--- src/hw/rrc_pkg.sv ---
// Package: register map, field layout, encodings and carriers of the rail control bank
package rrc_pkg;

    // ------------------------------------------------------------
    // Register map (register indices, word addressed)
    // ------------------------------------------------------------
    localparam logic [15:0] RRC_ADDR_CONTROL   = 16'h4080;
    localparam logic [15:0] RRC_ADDR_ON_CTRL   = 16'h4081;
    localparam logic [15:0] RRC_ADDR_SLEEP     = 16'h4082;
    localparam logic [15:0] RRC_ADDR_IRQ_STAT  = 16'h4088;
    localparam logic [15:0] RRC_ADDR_IRQ_MASK  = 16'h4089;
    localparam logic [15:0] RRC_ADDR_RAIL_STAT = 16'h408A;

    // ------------------------------------------------------------
    // Reset values
    // ------------------------------------------------------------
    localparam logic [15:0] RRC_RST_CONTROL  = 16'h0200;
    localparam logic [15:0] RRC_RST_ON_CTRL  = 16'h0000;
    localparam logic [15:0] RRC_RST_SLEEP    = 16'h0100;
    localparam logic [15:0] RRC_RST_IRQ_MASK = 16'h0001;

    // ------------------------------------------------------------
    // Writable bit masks (other bits read as zero)
    // ------------------------------------------------------------
    localparam logic [15:0] RRC_WMASK_CONTROL = 16'hDFC0;
    localparam logic [15:0] RRC_WMASK_SLOTREG = 16'hE11F;
    localparam logic [15:0] RRC_WMASK_IRQ     = 16'h0001;

    // ------------------------------------------------------------
    // Field positions
    // ------------------------------------------------------------
    localparam int RRC_ERR_ACT_LSB  = 14;
    localparam int RRC_HWC_SRC_LSB  = 11;
    localparam int RRC_HWC_VSEL_BIT = 10;
    localparam int RRC_HWC_MODE_LSB = 8;
    localparam int RRC_FLT_BIT      = 7;
    localparam int RRC_SWI_BIT      = 6;
    localparam int RRC_SLOT_LSB     = 13;
    localparam int RRC_MODE_BIT     = 8;
    localparam int RRC_VSEL_LSB     = 0;

    // ------------------------------------------------------------
    // Encodings
    // ------------------------------------------------------------
    localparam logic [1:0] RRC_ACT_IGNORE   = 2'h0;
    localparam logic [1:0] RRC_ACT_RAIL_OFF = 2'h1;
    localparam logic [1:0] RRC_ACT_SYS_OFF  = 2'h2;
    localparam logic [1:0] RRC_SRC_HWC1     = 2'h1;
    localparam logic [1:0] RRC_SRC_HWC2     = 2'h2;
    localparam logic [1:0] RRC_SRC_EITHER   = 2'h3;
    localparam logic [1:0] RRC_HMODE_OFF    = 2'h1;
    localparam logic [1:0] RRC_HMODE_ONMODE = 2'h3;
    localparam logic [2:0] RRC_SLOT_NEVER   = 3'h0;
    localparam logic [2:0] RRC_SLOT_LAST    = 3'h5;
    localparam logic [2:0] RRC_SLOT_HWEN1   = 3'h6;
    localparam logic [2:0] RRC_SLOT_HWEN2   = 3'h7;
    localparam logic [2:0] RRC_SLP_TS5      = 3'h5;
    localparam logic [2:0] RRC_SLP_TS3      = 3'h3;
    localparam logic [2:0] RRC_SLP_TS1      = 3'h1;
    localparam logic [2:0] RRC_SLP_SUM      = 3'h6;

    // ------------------------------------------------------------
    // Carriers
    // ------------------------------------------------------------
    typedef struct packed {
        logic [15:0] addr;
        logic [15:0] wdata;
        logic        wr;
        logic        rd;
    } rrc_bus_s;

    typedef struct packed {
        logic       enable;
        logic       lowPower;
        logic [4:0] voltCode;
        logic       floatOff;
        logic       switchMode;
    } rrc_rail_s;

    typedef enum logic [1:0] {
        RRC_OFF,
        RRC_ON,
        RRC_SLEEP,
        RRC_FAULT
    } rrc_state_e;

endpackage

--- src/hw/rrc_rail_regs.sv ---
// Register bank and control logic for one linear regulator rail
//
// The address-and-strobe port was decided locally.
`timescale 1ns/100ps

module rrc_rail_regs
    import rrc_pkg::*;
#(
    parameter int SLOT_COUNT = 5
) (
    input  wire logic        ref_clk,
    input  wire logic        rst_n,
    input  wire logic [15:0] regAddr,
    input  wire logic [15:0] regWdata,
    input  wire logic        regWr,
    input  wire logic        regRd,
    output logic      [15:0] regRdata,
    input  wire logic        startupSlotPulse,
    input  wire logic [2:0]  startupSlot,
    input  wire logic        sleepSlotPulse,
    input  wire logic [2:0]  sleepSlot,
    input  wire logic        wakeRequest,
    input  wire logic        hwControl1Pin,
    input  wire logic        hwControl2Pin,
    input  wire logic        hwEnable1Pin,
    input  wire logic        hwEnable2Pin,
    input  wire logic        underVoltPin,
    output logic             railEnable,
    output logic             railLowPower,
    output logic      [4:0]  railVoltCode,
    output logic             railFloatOff,
    output logic             railSwitchMode,
    output logic             railDischarge,
    output logic             systemResetReq,
    output logic             irq
);

    // ------------------------------------------------------------
    // Elaboration check
    // ------------------------------------------------------------
    if (SLOT_COUNT != 5) begin : gBadSlots
        $error("SLOT_COUNT must be 5");
    end

    // ------------------------------------------------------------
    // Pin synchronisers
    // ------------------------------------------------------------
    logic [4:0] pinRaw;
    logic [4:0] pinMeta;
    logic [4:0] pinSync;
    assign pinRaw = {underVoltPin, hwEnable2Pin, hwEnable1Pin, hwControl2Pin, hwControl1Pin};

    for (genvar i = 0; i < 5; i++) begin : gSync
        always_ff @(posedge ref_clk or negedge rst_n) begin
            if (!rst_n) begin
                pinMeta[i] <= 1'b0;
                pinSync[i] <= 1'b0;
            end else begin
                pinMeta[i] <= pinRaw[i];
                pinSync[i] <= pinMeta[i];
            end
        end
    end

    wire logic hwc1 = pinSync[0];
    wire logic hwc2 = pinSync[1];
    wire logic hwe1 = pinSync[2];
    wire logic hwe2 = pinSync[3];
    wire logic uvLevel = pinSync[4];

    // ------------------------------------------------------------
    // Registers
    // ------------------------------------------------------------
    logic [15:0] controlReg;
    logic [15:0] onReg;
    logic [15:0] sleepReg;
    logic        irqStatus;
    logic        irqMask;
    logic        uvLast;
    rrc_state_e  state;
    rrc_state_e  next_state;

    rrc_bus_s bus;
    assign bus = '{addr: regAddr, wdata: regWdata, wr: regWr, rd: regRd};

    wire logic wrControl = bus.wr && (bus.addr == RRC_ADDR_CONTROL);
    wire logic wrOn      = bus.wr && (bus.addr == RRC_ADDR_ON_CTRL);
    wire logic wrSleep   = bus.wr && (bus.addr == RRC_ADDR_SLEEP);
    wire logic wrStat    = bus.wr && (bus.addr == RRC_ADDR_IRQ_STAT);
    wire logic wrMask    = bus.wr && (bus.addr == RRC_ADDR_IRQ_MASK);

    // Field views
    wire logic [1:0] undervoltage_action     = controlReg[RRC_ERR_ACT_LSB +: 2];
    wire logic [1:0] hw_control_source       = controlReg[RRC_HWC_SRC_LSB +: 2];
    wire logic       hw_control_voltage_pick = controlReg[RRC_HWC_VSEL_BIT];
    wire logic [1:0] hw_control_rail_mode    = controlReg[RRC_HWC_MODE_LSB +: 2];
    wire logic       output_float_when_off   = controlReg[RRC_FLT_BIT];
    wire logic       pass_switch_mode        = controlReg[RRC_SWI_BIT];
    wire logic [2:0] on_timeslot_select      = onReg[RRC_SLOT_LSB +: 3];
    wire logic       on_power_mode           = onReg[RRC_MODE_BIT];
    wire logic [4:0] on_voltage_code         = onReg[RRC_VSEL_LSB +: 5];
    wire logic [2:0] sleep_timeslot_select   = sleepReg[RRC_SLOT_LSB +: 3];
    wire logic       sleep_power_mode        = sleepReg[RRC_MODE_BIT];
    wire logic [4:0] sleep_voltage_code      = sleepReg[RRC_VSEL_LSB +: 5];

    always_ff @(posedge ref_clk or negedge rst_n) begin
        if (!rst_n) begin
            controlReg <= RRC_RST_CONTROL;
            onReg      <= RRC_RST_ON_CTRL;
            sleepReg   <= RRC_RST_SLEEP;
            irqMask    <= RRC_RST_IRQ_MASK[0];
        end else begin
            if (wrControl) controlReg <= bus.wdata & RRC_WMASK_CONTROL;
            if (wrOn)      onReg      <= bus.wdata & RRC_WMASK_SLOTREG;
            if (wrSleep)   sleepReg   <= bus.wdata & RRC_WMASK_SLOTREG;
            if (wrMask)    irqMask    <= bus.wdata[0];
        end
    end

    // ------------------------------------------------------------
    // Undervoltage event and interrupt
    // ------------------------------------------------------------
    wire logic uvEvent = uvLevel && !uvLast;
    wire logic statClr = wrStat && bus.wdata[0];
    wire logic next_irqStatus = uvEvent | (irqStatus & ~statClr);

    always_ff @(posedge ref_clk or negedge rst_n) begin
        if (!rst_n) begin
            uvLast    <= 1'b0;
            irqStatus <= 1'b0;
            irq       <= 1'b0;
        end else begin
            uvLast    <= uvLevel;
            irqStatus <= next_irqStatus;
            irq       <= next_irqStatus & irqMask;
        end
    end

    // ------------------------------------------------------------
    // Hardware control and hardware enable
    // ------------------------------------------------------------
    wire logic hwcActive =
        ((hw_control_source == RRC_SRC_HWC1) && hwc1) ||
        ((hw_control_source == RRC_SRC_HWC2) && hwc2) ||
        ((hw_control_source == RRC_SRC_EITHER) && (hwc1 || hwc2));

    wire logic onByHwEn = (on_timeslot_select == RRC_SLOT_HWEN1) ||
                          (on_timeslot_select == RRC_SLOT_HWEN2);
    wire logic hwEnLevel = ((on_timeslot_select == RRC_SLOT_HWEN1) && hwe1) ||
                           ((on_timeslot_select == RRC_SLOT_HWEN2) && hwe2);

    // ------------------------------------------------------------
    // Sequencer slot decode
    // ------------------------------------------------------------
    wire logic sleepDisables = (sleep_timeslot_select != RRC_SLOT_NEVER) &&
                               (sleep_timeslot_select <= RRC_SLOT_LAST);
    logic [2:0] sleepSlotNum;
    always_comb begin
        unique case (sleep_timeslot_select)
            RRC_SLOT_NEVER: sleepSlotNum = RRC_SLP_TS5;
            RRC_SLOT_HWEN1: sleepSlotNum = RRC_SLP_TS3;
            RRC_SLOT_HWEN2: sleepSlotNum = RRC_SLP_TS1;
            default: sleepSlotNum = RRC_SLP_SUM - sleep_timeslot_select;
        endcase
    end

    wire logic onSlotHit = startupSlotPulse && !onByHwEn &&
                           (on_timeslot_select != RRC_SLOT_NEVER) &&
                           (on_timeslot_select == startupSlot);
    wire logic sleepSlotHit = sleepSlotPulse && (sleepSlot == sleepSlotNum);

    // Hardware enabled rail: slot code picks when the sleep condition is taken
    wire logic hwEnSleepHit = sleepSlotPulse && onByHwEn && sleepDisables &&
                              (sleepSlot == sleepSlotNum);

    // ------------------------------------------------------------
    // Rail state machine
    // ------------------------------------------------------------
    wire logic uvAct = uvEvent && (undervoltage_action == RRC_ACT_RAIL_OFF);
    wire logic uvSys = uvEvent && (undervoltage_action == RRC_ACT_SYS_OFF);

    always_comb begin
        next_state = state;
        unique case (state)
            RRC_OFF: begin
                if (onSlotHit || (onByHwEn && hwEnLevel)) next_state = RRC_ON;
            end
            RRC_ON: begin
                if (uvAct) next_state = RRC_FAULT;
                else if (onByHwEn && !hwEnLevel) next_state = RRC_OFF;
                else if (hwEnSleepHit) next_state = RRC_SLEEP;
                else if (!onByHwEn && sleepSlotHit)
                    next_state = sleepDisables ? RRC_OFF : RRC_SLEEP;
            end
            RRC_SLEEP: begin
                if (uvAct) next_state = RRC_FAULT;
                else if (onByHwEn && !hwEnLevel) next_state = RRC_OFF;
                else if (wakeRequest) next_state = RRC_ON;
            end
            RRC_FAULT: begin
                if (wrOn || wrControl) next_state = RRC_OFF;
            end
        endcase
    end

    always_ff @(posedge ref_clk or negedge rst_n) begin
        if (!rst_n) state <= RRC_OFF;
        else        state <= next_state;
    end

    // ------------------------------------------------------------
    // Rail outputs
    // ------------------------------------------------------------
    rrc_rail_s rail;
    always_comb begin
        rail.enable     = (next_state == RRC_ON) || (next_state == RRC_SLEEP);
        rail.lowPower   = (next_state == RRC_SLEEP) ? sleep_power_mode
                                                    : on_power_mode;
        rail.voltCode   = (next_state == RRC_SLEEP) ? sleep_voltage_code
                                                    : on_voltage_code;
        rail.floatOff   = output_float_when_off;
        rail.switchMode = pass_switch_mode;
        if (hwcActive && rail.enable) begin
            rail.voltCode = hw_control_voltage_pick ? sleep_voltage_code
                                                    : on_voltage_code;
            if (hw_control_rail_mode == RRC_HMODE_OFF) rail.enable = 1'b0;
            else if (hw_control_rail_mode == RRC_HMODE_ONMODE)
                rail.lowPower = on_power_mode;
            else rail.lowPower = 1'b1;
        end
    end

    always_ff @(posedge ref_clk or negedge rst_n) begin
        if (!rst_n) begin
            railEnable     <= 1'b0;
            railLowPower   <= 1'b0;
            railVoltCode   <= 5'h00;
            railFloatOff   <= 1'b0;
            railSwitchMode <= 1'b0;
            railDischarge  <= 1'b0;
            systemResetReq <= 1'b0;
        end else begin
            railEnable     <= rail.enable;
            railLowPower   <= rail.lowPower;
            railVoltCode   <= rail.voltCode;
            railFloatOff   <= rail.floatOff;
            railSwitchMode <= rail.switchMode;
            railDischarge  <= !rail.enable && !rail.floatOff;
            systemResetReq <= uvSys;
        end
    end

    // ------------------------------------------------------------
    // Read data, one cycle after the strobe
    // ------------------------------------------------------------
    logic [15:0] readMux;
    always_comb begin
        unique case (bus.addr)
            RRC_ADDR_CONTROL:   readMux = controlReg;
            RRC_ADDR_ON_CTRL:   readMux = onReg;
            RRC_ADDR_SLEEP:     readMux = sleepReg;
            RRC_ADDR_IRQ_STAT:  readMux = {15'h0000, irqStatus};
            RRC_ADDR_IRQ_MASK:  readMux = {15'h0000, irqMask};
            RRC_ADDR_RAIL_STAT: readMux = {12'h000, railLowPower, railEnable, 2'(state)};
            default:            readMux = 16'h0000;
        endcase
    end

    always_ff @(posedge ref_clk or negedge rst_n) begin
        if (!rst_n)     regRdata <= 16'h0000;
        else if (bus.rd) regRdata <= readMux;
        else            regRdata <= 16'h0000;
    end

endmodule

--- config.mk ---
export PLATFORM = sky130hd
export DESIGN_NAME = rrc_rail_regs
export DESIGN_NICKNAME = d
export VERILOG_FILES = /design/src/hw/rrc_pkg.sv /design/src/hw/rrc_rail_regs.sv
export SDC_FILE = /design/constraint.sdc
export NUM_CORES = 1
export LEC_CHECK = 0
export BUFFER_PORTS_ARGS = -buffer_cell sky130_fd_sc_hd__buf_2
export CAP_MARGIN = 20
export CORE_AREA = 2 2 78 80
export CTS_BUF_LIST = sky130_fd_sc_hd__clkbuf_2 sky130_fd_sc_hd__clkbuf_4 sky130_fd_sc_hd__clkbuf_8
export DETAILED_ROUTE_END_ITERATION = 10
export DIE_AREA = 0 0 80 82
export GPL_TIMING_DRIVEN = 0
export PLACE_DENSITY = 0.8
export SYNTH_ARGS = -nofsm -noshare
export SYNTH_HDL_FRONTEND = slang
export SYNTH_SLANG_ARGS = --single-unit
export TNS_END_PERCENT = 50
--- constraint.sdc ---
create_clock -name ref_clk -period 3.4 [get_ports ref_clk]
set_input_delay 0.68 -clock ref_clk [delete_from_list [all_inputs] [get_ports ref_clk]]
set_output_delay 0.68 -clock ref_clk [all_outputs]
set_load 0.01 [all_outputs]
Word level (Yosys, flattened, before mapping). Index checks and enable logic that the tools add are counted. Widths: inputs -> output; s select.

Register bits: 70. Bits of input ports: 50. Output and inout bits: 28. Logic and storage cells: 121.

Add/subtract/negate cells: 1. Magnitude comparators: 1. Eq/ne operators: 24. Multiplexer cells: 21. Bitwise operators: 4. Reductions and logical operators: 44.

Operators by type and width (count): $eq 16x15->1 const B (6); $pmux 16 s6 (1); $logic_and 1x1->1 (27); $mux 2 (10); $mux 16 (1); $eq 2x2->1 const B (7); $eq 3x3->1 const B (4); $eq 2x1->1 const B (5); $mux 5 (2); $pmux 3 s3 (1); $logic_or 1x1->1 (8); $pmux 2 s4 (1); $mux 7 (1); $eq 3x3->1 (2); $reduce_bool 3->1 (2); $logic_not 1->1 (5); $mux 1 (4); $le 3x3->1 const B (1); $logic_not 3->1 (1); $sub 3x3->3 const A (1); $and 1x1->1 (2); $logic_not 2->1 (1); $not 1->1 (1); $or 1x1->1 (1).

Logic depth before layout (Yosys ltp). Gate-level depths: netlist of the first run.

Word-level depth: 16. Mapped depth: 12. Mapped depth without buffers: 12.

Least setup slack after synthesis of the first run. OpenSTA, ideal clock, no wires.

Kind: flip-flop to flip-flop. From: register sleepReg[14]. To: register railVoltCode[0]. Setup time: 125 ps. Arrival time: 2976 ps. Data required time: 3275 ps. Slack: 299 ps. Cell stages (with the launch flop): 12. Buffers on the path: 0. Period minus slack after synthesis: 3101 ps. Cells stage by stage: dfrtp_1 > inv_1 > ha_1 > mux2_2 > or3_1 > a32oi_1 > o2111ai_1 > a31oi_1 > ha_1 > nor2_1 > mux2i_1 > mux2_2.

RTL lines: from (decl) (line rrc_rail_regs.sv:76) `logic [15:0] sleepReg;`; from (signal assigned) (line rrc_rail_regs.sv:115) `if (wrSleep) sleepReg <= bus.wdata & RRC_WMASK_SLOTREG;`; to (signal assigned) (line rrc_rail_regs.sv:245) `railVoltCode <= rail.voltCode;`; to (decl) (line rrc_rail_regs.sv:30) `output logic [4:0] railVoltCode,`.

==> flow_summary.ini, run 1 <==
[cts]
cts_buffer_depth = 2
clockRootBuffer = clkbuf_8
numCtsBuffers = 9
cts_tree = yes
cts.sinks = 69
htree_num_levels = 3
clock_latency_ps = 340
clkSlewWorstSetupHoldPaths_ps = 80

[global_routing]
grt_first_pass_wirelength_um = 10400
grt_max_degree = 70
grt_use_total_pct = 21.0
antenna_found_initial = 0
grt_overflow = 0
grt_pass1_vias = 2207

[timing]
hold_viol_final = 0
finalCritPeriodShare_pct = 96.7
worst_slew_pin_slew_ps = 806
slew_headroom_pct = 46.2
timing.final.max_slew_violations = 0
fmax_mhz = 304
clock_skew_ps = 9.25
setup_ws_ps = 111
layout_min_cycle_time_ps = 3290
final-setup-viol-count = 0

[synth]
netlist_area_mm2 = 0.00303
syn_nets = 289
synth_xor_area_share_pct = 0.578
synthArstFlopShare_pct = 100
synth-simple-area-share_pct = 15.3
seq_area_frac_synth_pct = 57.1
synth_ff_type = dfrtp_1
syn_inst = 234
avgSynthCellArea_um2 = 13.0
ys_warn_count = 0
synth_cell_type_count = 51
ys_ff_latch = 69
synth_compound_area_share_pct = 9.24
synth_mux_area_share_pct = 13.9
synth_edf_count = 0
synth_top_family_by_area = simple AND/OR/NAND/NOR gates
synth_fa_ha_area_share_pct = 2.06

[critical_path]
cp_top_family = multiplexers
critPathKind = flop to flop
crit_slowest_cell = dfrtp_2
required_ps = 3630
worstPathArrival_ps = 3520
crit_buf_inv = 1
startpoint_type = flop
cp_cell_sequence = inv_1, ha_1, mux2_2, or3_1, a32oi_2, o2111ai_1, a31oi_2, ha_1, nor2_4, mux2i_4, mux2_2
critPathCaptureType = flop
slowest_delay_ps = 430
crit_fanout = 6

[place]
placedCellCount = 382
io_buffers = 73
dp_hpwl_um = 4490
place_ws_ps = -143
gp_congestion = 0.813

[final_layout]
area_growth_pct = 25.7
fillerInstances = 454
drive_gt1_share_pct = 44.8
finalNonFillerCells = 403
insertedDiodeCount = 0
final_nets = 378

[power]
finalPower_w = 0.00174
vdd_drop_max_v = 0.000297
power_density_mw_per_mm2 = 456
p_leak_nw = 1.88

[die]
dieArea_mm2 = 0.00656
fp.dieH_um = 82
die_x_um = 80
start_util_pct = 52.8
core_area_mm2 = 0.00575
ios = 78
rows = 28

[run]
cap_viol_max_count = 0

[drt]
vias = 2247
wire_per_inst_um = 16.3
drc_errors = 0
ant_nets = 0
routed_wl_um = 6570
viasPerCell = 5.58
drtIter0Drc = 140
firstDrtPassIters = 4

[min_path]
holdCritPathClass = flop to flop

[run_status]
status = completed
==> layout make-up <==
cell class	count	area, um^2	share of cell area, %
clock buffer	9	124	3.25
clock inverter	7	97.6	2.56
inverter	5	18.8	0.492
multi-input combinational	152	1300	34.1
buffer	7	31.3	0.821
sequential	69	1730	45.4
tap	75	93.8	2.46
timing repair buffer	79	413	10.8
==> stage by stage <==
stage / setup TNS [ps] / area (um^2) / hold WS [ps] / util (%)
2_1_floorplan: 0 / 3030 / 331 / -
3_5_place_dp: -671 / 3490 / 337 / 60.8
6_report: 0 / 3810 / 348 / 66.3
5_1_grt: -240 / 3810 / 358 / 66.3
4_1_cts: 0 / 3740 / 354 / 65.1
3_3_place_gp: -452 / 3490 / 333 / 60.8
==> cells by family after synthesis <==
| logic type | after synthesis |
|---|---|
| buffers and inverters | 13 |
| and+or+nand+nor | 70 |
| xor gates and xnor gates | 2 |
| muxes | 38 |
| DFF | 69 |
| adders and majority gates | 5 |
| AOI/OAI and AO/OA | 36 |
| other | 1 |
==> timing repair <==
action,4_1_cts,5_1_grt
gates resized for setup,6,4
hold endpoints to repair,0,0
hold buffers,0,0
buffers inserted,0,6
pin swaps,0,3
endpoints found under the setup margin,5,5
==> cell usage after synthesis (2+ instances only) <==
master	count	area share, %
a21oi_1	3	0.50
a222oi_1	6	2.0
a22oi_1	6	1.5
a31oi_1	2	0.41
and3_1	6	1.2
clkbuf_1	6	0.74
dfrtp_1	66	54
dfstp_2	3	2.6
ha_1	5	2.1
inv_1	5	0.62
mux2_2	31	12
mux2i_1	6	2.0
nand2_1	10	1.2
nand2b_1	8	1.7
nand3_1	3	0.50
nand4_1	2	0.41
nor2_1	19	2.4
nor3_1	4	0.66
nor3b_1	3	0.74
nor4b_4	2	1.6
o2111ai_1	2	0.58
o21ai_0	4	0.66
o31ai_1	2	0.50
o41ai_1	2	0.58
or3_1	2	0.41
==> cell usage in the layout (no fill, tap or decap), drive strengths merged, types with 3 or more instances in the layout <==
cell type | netlist | final
clkbuf | 6 | 14
dfstp | 3 | 3
nand3 | 3 | 3
and3 | 6 | 6
a21oi | 3 | 3
dfrtp | 66 | 66
a222oi | 6 | 6
mux2 | 32 | 32
o21ai | 4 | 4
inv | 5 | 6
a22oi | 6 | 6
buf | 2 | 81
nand2b | 8 | 8
nor3 | 6 | 6
nor3b | 4 | 4
ha | 5 | 5
nor2 | 19 | 19
nand4 | 3 | 3
nand2 | 12 | 12
mux2i | 6 | 6
==> per-layer routing <==
metal | global-route usage, % | share of wire [%] | vias to the layer above
met2 | 34.8 | 50 | 82
met1 | 25.7 | 41 | 1113
met4 | 11.2 | 1.1 | 0
met3 | 4.95 | 7.5 | 10
li1 | - | - | 1042
met5 | 0 | 0 | -
==> registers in the layout, indices dropped and copies added, names as in the netlist, 2 cells and up <==
name and count:
railVoltCode 5, sleepReg 9, onReg 9, regRdata 15, pinMeta 5, state 2, controlReg 9
==> final timing paths <==
| kind | start | slack [ps] | to | cells past startpoint |
|---|---|---|---|---|
| worst max register to register | sleepReg[14]$_DFFE_PN0P_ | 110 | railVoltCode[2]$_DFF_PN0_ | 11 |
| worst min register to register | pinMeta[4]$_DFF_PN0_ | 350 | uvLevel$_DFF_PN0_ | 0 |
| worst min-delay path | pinMeta[4]$_DFF_PN0_ | 350 | uvLevel$_DFF_PN0_ | 0 |
| max in group asynchronous | rst_n | 2400 | sleepReg[14]$_DFFE_PN0P_ | 1 |
| worst max-delay path | sleepReg[14]$_DFFE_PN0P_ | 110 | railVoltCode[2]$_DFF_PN0_ | 11 |
| min in group asynchronous | rst_n | 430 | railDischarge$_DFF_PN0_ | 1 |
==> power breakdown <==
group | internal (W) | total, W | leakage [nW] | switching [W]
registers | 0.000840 | 0.000846 | 0.903 | 0.00000594
logic | 0.0000661 | 0.000158 | 0.869 | 0.0000919
clock network | 0.000415 | 0.000734 | 0.106 | 0.000319
==> worst reg2reg max path: cells and delay by family (launching register included) <==
kind	cells	cell delay [ps]
fa+ha+maj	2	530
buf+inv	1	70
mux	3	980
compound gates	3	650
flops	1	430
simple gates	2	540
(Power assumes the default switching activity.)
==> run 2, diff against run 1 <==
CORE_AREA = 2 2 82 84   (was 2 2 78 80)
DIE_AREA = 0 0 84 86   (was 0 0 80 82)
PLACE_DENSITY = 0.76   (was 0.8)
clock period = 2.65 ns   (was 3.4 ns; I/O delays follow)
==> flow_summary.ini, run 2 (synthesis results as in run 1) <==
[power]
power_density_mw_per_mm2 = 582
p_leak_nw = 1.92
vdd_drop_max_v = 0.000363

[die]
core_area_mm2 = 0.00628
fp.dieH_um = 86
start_util_pct = 48.3
dieArea_mm2 = 0.00722
die_x_um = 84
ios = 78
rows = 29

[cts]
htree_num_levels = 3
cts.sinks = 69
clkSlewWorstSetupHoldPaths_ps = 80
clockRootBuffer = clkbuf_8
numCtsBuffers = 9
clock_latency_ps = 340
cts_buffer_depth = 2
cts_tree = yes

[critical_path]
rr_worst_depth = 11
critPathCaptureType = flop
crit_fanout = 5
startpoint_type = flop
critPathKind = flop to flop
r2r_end = railVoltCode[1]$_DFF_PN0_
required_ps = 2880
worstReg2RegStart = sleepReg[14]$_DFFE_PN0P_
rrSetupSlack_ps = -520
worstPathArrival_ps = 3400

[global_routing]
grt_max_degree = 70
grt_overflow = 0
grt_use_total_pct = 20.0
grt.met3_usage_pct = 4.62
grt_pass1_vias = 2211
grt_use_met1_pct = 25.7
grt_most_used_layer = met2
grt_first_pass_wirelength_um = 11000
antenna_found_initial = 0
use_met2_pct = 32.1

[final_layout]
layout_common_cells = 73 x buf_2, 65 x dfrtp_1, 25 x mux2_2, 17 x nor2_1, 11 x buf_4
fillerInstances = 480
area_growth_pct = 30.9
fin_area_mm2 = 0.00397
final_common_cell = buf_2
largest_reg_flops = 15
drive_gt1_share_pct = 48.3
finish.utilization_pct = 63.2
top_register = regRdata
insertedDiodeCount = 0
multiInputGateArea_mm2 = 0.00143
final_nets = 381
regArea_mm2 = 0.00173

[drt]
wire_per_inst_um = 16.8
drtIter0Drc = 208
routed_wl_um = 6850
viasPerCell = 5.42
drc_errors = 0
firstDrtPassIters = 4
ant_nets = 0
vias = 2212

[place]
io_buffers = 73
dp_hpwl_um = 4490
gp_congestion = 0.822
placed_area_mm2 = 0.00354

[run_status]
status = complete, but fails checks
violations = setup timing

[timing]
finalCritPeriodShare_pct = 120
clock_skew_ps = 8.22
hold_viol_final = 0
fmax_mhz = 315
slew_headroom_pct = 43.1
setup_ws_ps = -523
worst_slew_pin_slew_ps = 853
timing.final.max_slew_violations = 0
final-setup-viol-count = 6
layout_min_cycle_time_ps = 3170
finalSetupTns_ps = -2880
rsz0062_at_grt = yes

[run]
cap_viol_max_count = 0

[min_path]
holdCritPathClass = input pin to async pin
-- run 2: cell types whose count changed in the layout (fill, tap and decap cells not counted), moves of 2 or more --
cell / delta
inv_2: +2
mux2_2: -6
inv_1: -2
ha_4: +2
buf_4: +3
inv_6: +2
ha_1: -2
mux2_4: +6
-- run 2: worst max-delay path by stage --
stage / from / end / slack [ps]
6_report: sleepReg[14]$_DFFE_PN0P_ / railVoltCode[1]$_DFF_PN0_ / -520
5_1_grt: sleepReg[14]$_DFFE_PN0P_ / railVoltCode[0]$_DFF_PN0_ / -610
4_1_cts: sleepReg[14]$_DFFE_PN0P_ / railVoltCode[1]$_DFF_PN0_ / -510
3_5_place_dp: sleepReg[15]$_DFFE_PN0P_ / railVoltCode[4]$_DFF_PN0_ / -800
3_3_place_gp: sleepReg[15]$_DFFE_PN0P_ / railVoltCode[4]$_DFF_PN0_ / -710
2_1_floorplan: sleepReg[14]$_DFFE_PN0P_ / railVoltCode[0]$_DFF_PN0_ / -300
-- run 2: routing by layer --
metal | wire, um | vias to the layer above
li1 | - | 1047
met3 | 487 | 16
met1 | 2800 | 1059
met2 | 3350 | 90
met5 | 0 | -
met4 | 215 | 0
-- run 2: power by group --
| part | internal, W | switching [W] |
|---|---|---|
| sequential | 0.00108 | 0.00000808 |
| clock | 0.000546 | 0.000438 |
| combinational | 0.000105 | 0.000134 |
-- run 2: critical path, stage by stage, from the launching register on --
cell and delay, ps:
dfrtp_2 420, inv_2 60, ha_4 150, mux2_4 270, or3_4 340, a32oi_4 230
nand3_2 150, a41oi_4 330, ha_4 260, nor2_4 170, mux2i_4 340, mux2_4 330
-- run 2: what timing repair did --
action / in CTS / in global routing
gates cloned: 0 / 0
buffers inserted: 7 / 2
hold buffers: 0 / 0
gates resized for setup: 13 / 10
setup endpoints to repair: 8 / 8
pin swaps: 6 / 9
-- run 2: cell type report --
cell class              count  share of cell area (%)
plain buffers               7                   0.788
multi-input cells         152                    35.9
well taps                  77                    2.43
clock buffers               9                    3.12
repair buffers             82                    11.0
clock inverters             7                    2.65
flip-flops and latches     69                    43.6
inverters                   5                   0.473
-- run 2: metrics by stage --
step	power (W)	instances	setup WS, ps	hold slack, ps
finish	0.00231	408	-523	278
detailed placement	0.00129	384	-796	335
CTS	0.00231	406	-507	276
global route	0.00240	408	-605	271
floorplan	0.00120	234	-303	234
global placement	0.00129	384	-708	332
==> run 3, diff against run 2 <==
ABC_AREA = 1   (was not set)
CORE_AREA = 2 2 87 89   (was 2 2 82 84)
DIE_AREA = 0 0 89 91   (was 0 0 84 86)
PLACE_DENSITY = 0.71   (was 0.76)
==> flow_summary.ini, run 3 <==
[run_status]
status = completed

[synth]
ys_ff_latch = 69
synth_ff_type = dfrtp_1
yosysTopAreaCellShare_pct = 52.0
synth_common_cells = 72 x nand2_1, 66 x dfrtp_1, 43 x inv_1, 42 x o21ai_0, 41 x nor2_1
seq_area_frac_synth_pct = 54.5
ys_warn_count = 0
avgSynthCellArea_um2 = 8.77
netlist_area_mm2 = 0.00317
synth_cell_type_count = 38
synth_most_common_cell = nand2_1
synth_edf_count = 0
synthArstFlopShare_pct = 100
syn_nets = 417
synthTopCellsByArea = dfrtp_1 52%, nand2_1 8.5%, o21ai_0 6.6%, inv_1 5.1%, nor2_1 4.8%
syn_inst = 362
synth_top_cell_by_area = dfrtp_1

[power]
p_leak_nw = 2.03
swShare_pct = 23.3
power_density_mw_per_mm2 = 529
p_seq_share_pct = 49.6
combPwrFrac_pct = 4.6
vdd_drop_max_v = 0.000265
p_switching_w = 0.000500
p_clk_share_pct = 45.8
p_int_w = 0.00165

[critical_path]
cp_cell_sequence = inv_2, ha_4, nand2_2, nand3_1, nand2_1, nand3_2, nor2_4, nand3_2, nand2_2, nand3_2, nand2_1, nand2_1, nand2_1, nand2_2, ha_4, inv_4, nand2_4, buf_6, o211ai_1, o21ai_1
required_ps = 2870
critPathKind = flop to flop
crit_fanout = 5
cp_top_family = simple AND/OR/NAND/NOR gates
critPathCaptureType = flop
slowest_delay_ps = 440
rr_worst_depth = 20
startpoint_type = flop
crit_slowest_cell = dfrtp_1
crit_top_cell = nand2_1
r2r_end = railVoltCode[2]$_DFF_PN0_
crit_buf_inv = 3
worstReg2RegStart = sleepReg[13]$_DFFE_PN0P_
rrSetupSlack_ps = 120
worstPathArrival_ps = 2750

[timing]
fmax_mhz = 395
final-setup-viol-count = 0
finalCritPeriodShare_pct = 95.5
hold_ws_ps = 273
layout_min_cycle_time_ps = 2530
hold_viol_final = 0
clock_skew_ps = 10.2
slew_headroom_pct = 43.0
timing.final.max_slew_violations = 0
worst_slew_pin_slew_ps = 855

[cts]
clock_latency_ps = 350
cts.sinks = 69
clockRootBuffer = clkbuf_8
cts_tree = yes
clkSlewWorstSetupHoldPaths_ps = 80
cts_buffer_depth = 2
htree_num_levels = 3
numCtsBuffers = 9

[die]
die_x_um = 89
dieArea_mm2 = 0.00810
fp.dieH_um = 91
start_util_pct = 44.5
rows = 31
core_area_mm2 = 0.00714
ios = 78

[final_layout]
fillerInstances = 679
layout_common_cells = 75 x buf_2, 66 x dfrtp_1, 65 x nand2_1, 40 x inv_1, 40 x nor2_1
regArea_mm2 = 0.00173
fin_area_mm2 = 0.00406
drive_gt1_share_pct = 32.4
final_nets = 510
finalNonFillerCells = 559
final_common_cell = buf_2
insertedDiodeCount = 0
largest_reg_flops = 15
area_growth_pct = 27.7
top_register = regRdata
multiInputGateArea_mm2 = 0.00131
finish.utilization_pct = 56.8

[place]
gp_congestion = 0.872
placedCellCount = 536
io_buffers = 75
dp_hpwl_um = 5410
placed_area_mm2 = 0.00368

[global_routing]
grt_pass1_vias = 2697
antenna_found_initial = 0
grt_use_total_pct = 20.1
grt_max_degree = 70
grt_overflow = 0
grt_first_pass_wirelength_um = 12400

[drt]
drc_errors = 0
ant_nets = 0
viasPerCell = 5.08
drtIter0Drc = 160
firstDrtPassIters = 5
routed_wl_um = 7850
vias = 2839
wire_per_inst_um = 14.0

[run]
cap_viol_max_count = 0

[min_path]
holdCritPathClass = input pin to async pin
[run 3: logic make-up after synthesis]
group	synth area share, %
simple gates	23.2
compound gates	13.4
flops	54.5
buf+inv	6.82
fa+ha+maj	1.97
other cells	0.118
[run 3: cell type report]
type                    count  area share, %
multi-input cells         239           32.3
repair buffers             82           10.7
well taps                  99           3.05
inverters                  49           4.60
plain buffers               5          0.987
clock inverters             7           2.62
flip-flops and latches     69           42.7
clock buffers               9           3.05
[run 3: worst max path at each step]
| stage | endpoint | slack, ps | depth (start not counted) | from |
|---|---|---|---|---|
| after global placement | railVoltCode[2]$_DFF_PN0_ | -330 | 14 | regAddr[2] |
| after global routing | railVoltCode[1]$_DFF_PN0_ | -60 | 20 | sleepReg[13]$_DFFE_PN0P_ |
| final | railVoltCode[2]$_DFF_PN0_ | 120 | 20 | sleepReg[13]$_DFFE_PN0P_ |
| after floorplan | railVoltCode[1]$_DFF_PN0_ | 200 | 13 | regAddr[2] |
| after CTS | railVoltCode[2]$_DFF_PN0_ | 40 | 20 | sleepReg[13]$_DFFE_PN0P_ |
| after detailed placement | railVoltCode[2]$_DFF_PN0_ | -410 | 15 | regAddr[0] |
[run 3: power by group through the flow]
stage / logic, W / registers, W / clock network (W)
CTS: 0.0000967 / 0.00106 / 0.00100
global placement: 0.0000930 / 0.00108 / 0
global route: 0.000111 / 0.00106 / 0.00104
detailed placement: 0.0000957 / 0.00108 / 0
finish: 0.0000989 / 0.00106 / 0.000983
floorplan: 0.0000289 / 0.00108 / 0
[run 3: layer usage]
metal | up-vias | track usage (%) | routed length (um) | part of all wire [%]
met5 | - | 0 | 0 | 0
met4 | 0 | 6.59 | 163 | 2.1
met3 | 20 | 6.18 | 516 | 6.6
met2 | 99 | 32.0 | 3810 | 49
met1 | 1351 | 25.9 | 3350 | 43
li1 | 1369 | - | - | -
[run 3: timing repair]
action                     CTS  global route
pin swaps                    1            11
setup endpoints to repair    5             6
gates cloned                 0             1
hold buffers                 0             0
setup buffers                5             1
resized for setup            6            26
hold endpoints to repair     0             0
[run 3: through the flow]
step	TNS, ps	total power [W]	setup slack (ps)
final	0	0.00215	119
after global placement	-1520	0.00118	-330
after floorplan	0	0.00111	196
after CTS	0	0.00216	38.5
after detailed placement	-1970	0.00118	-411
after global routing	-163	0.00222	-56.0
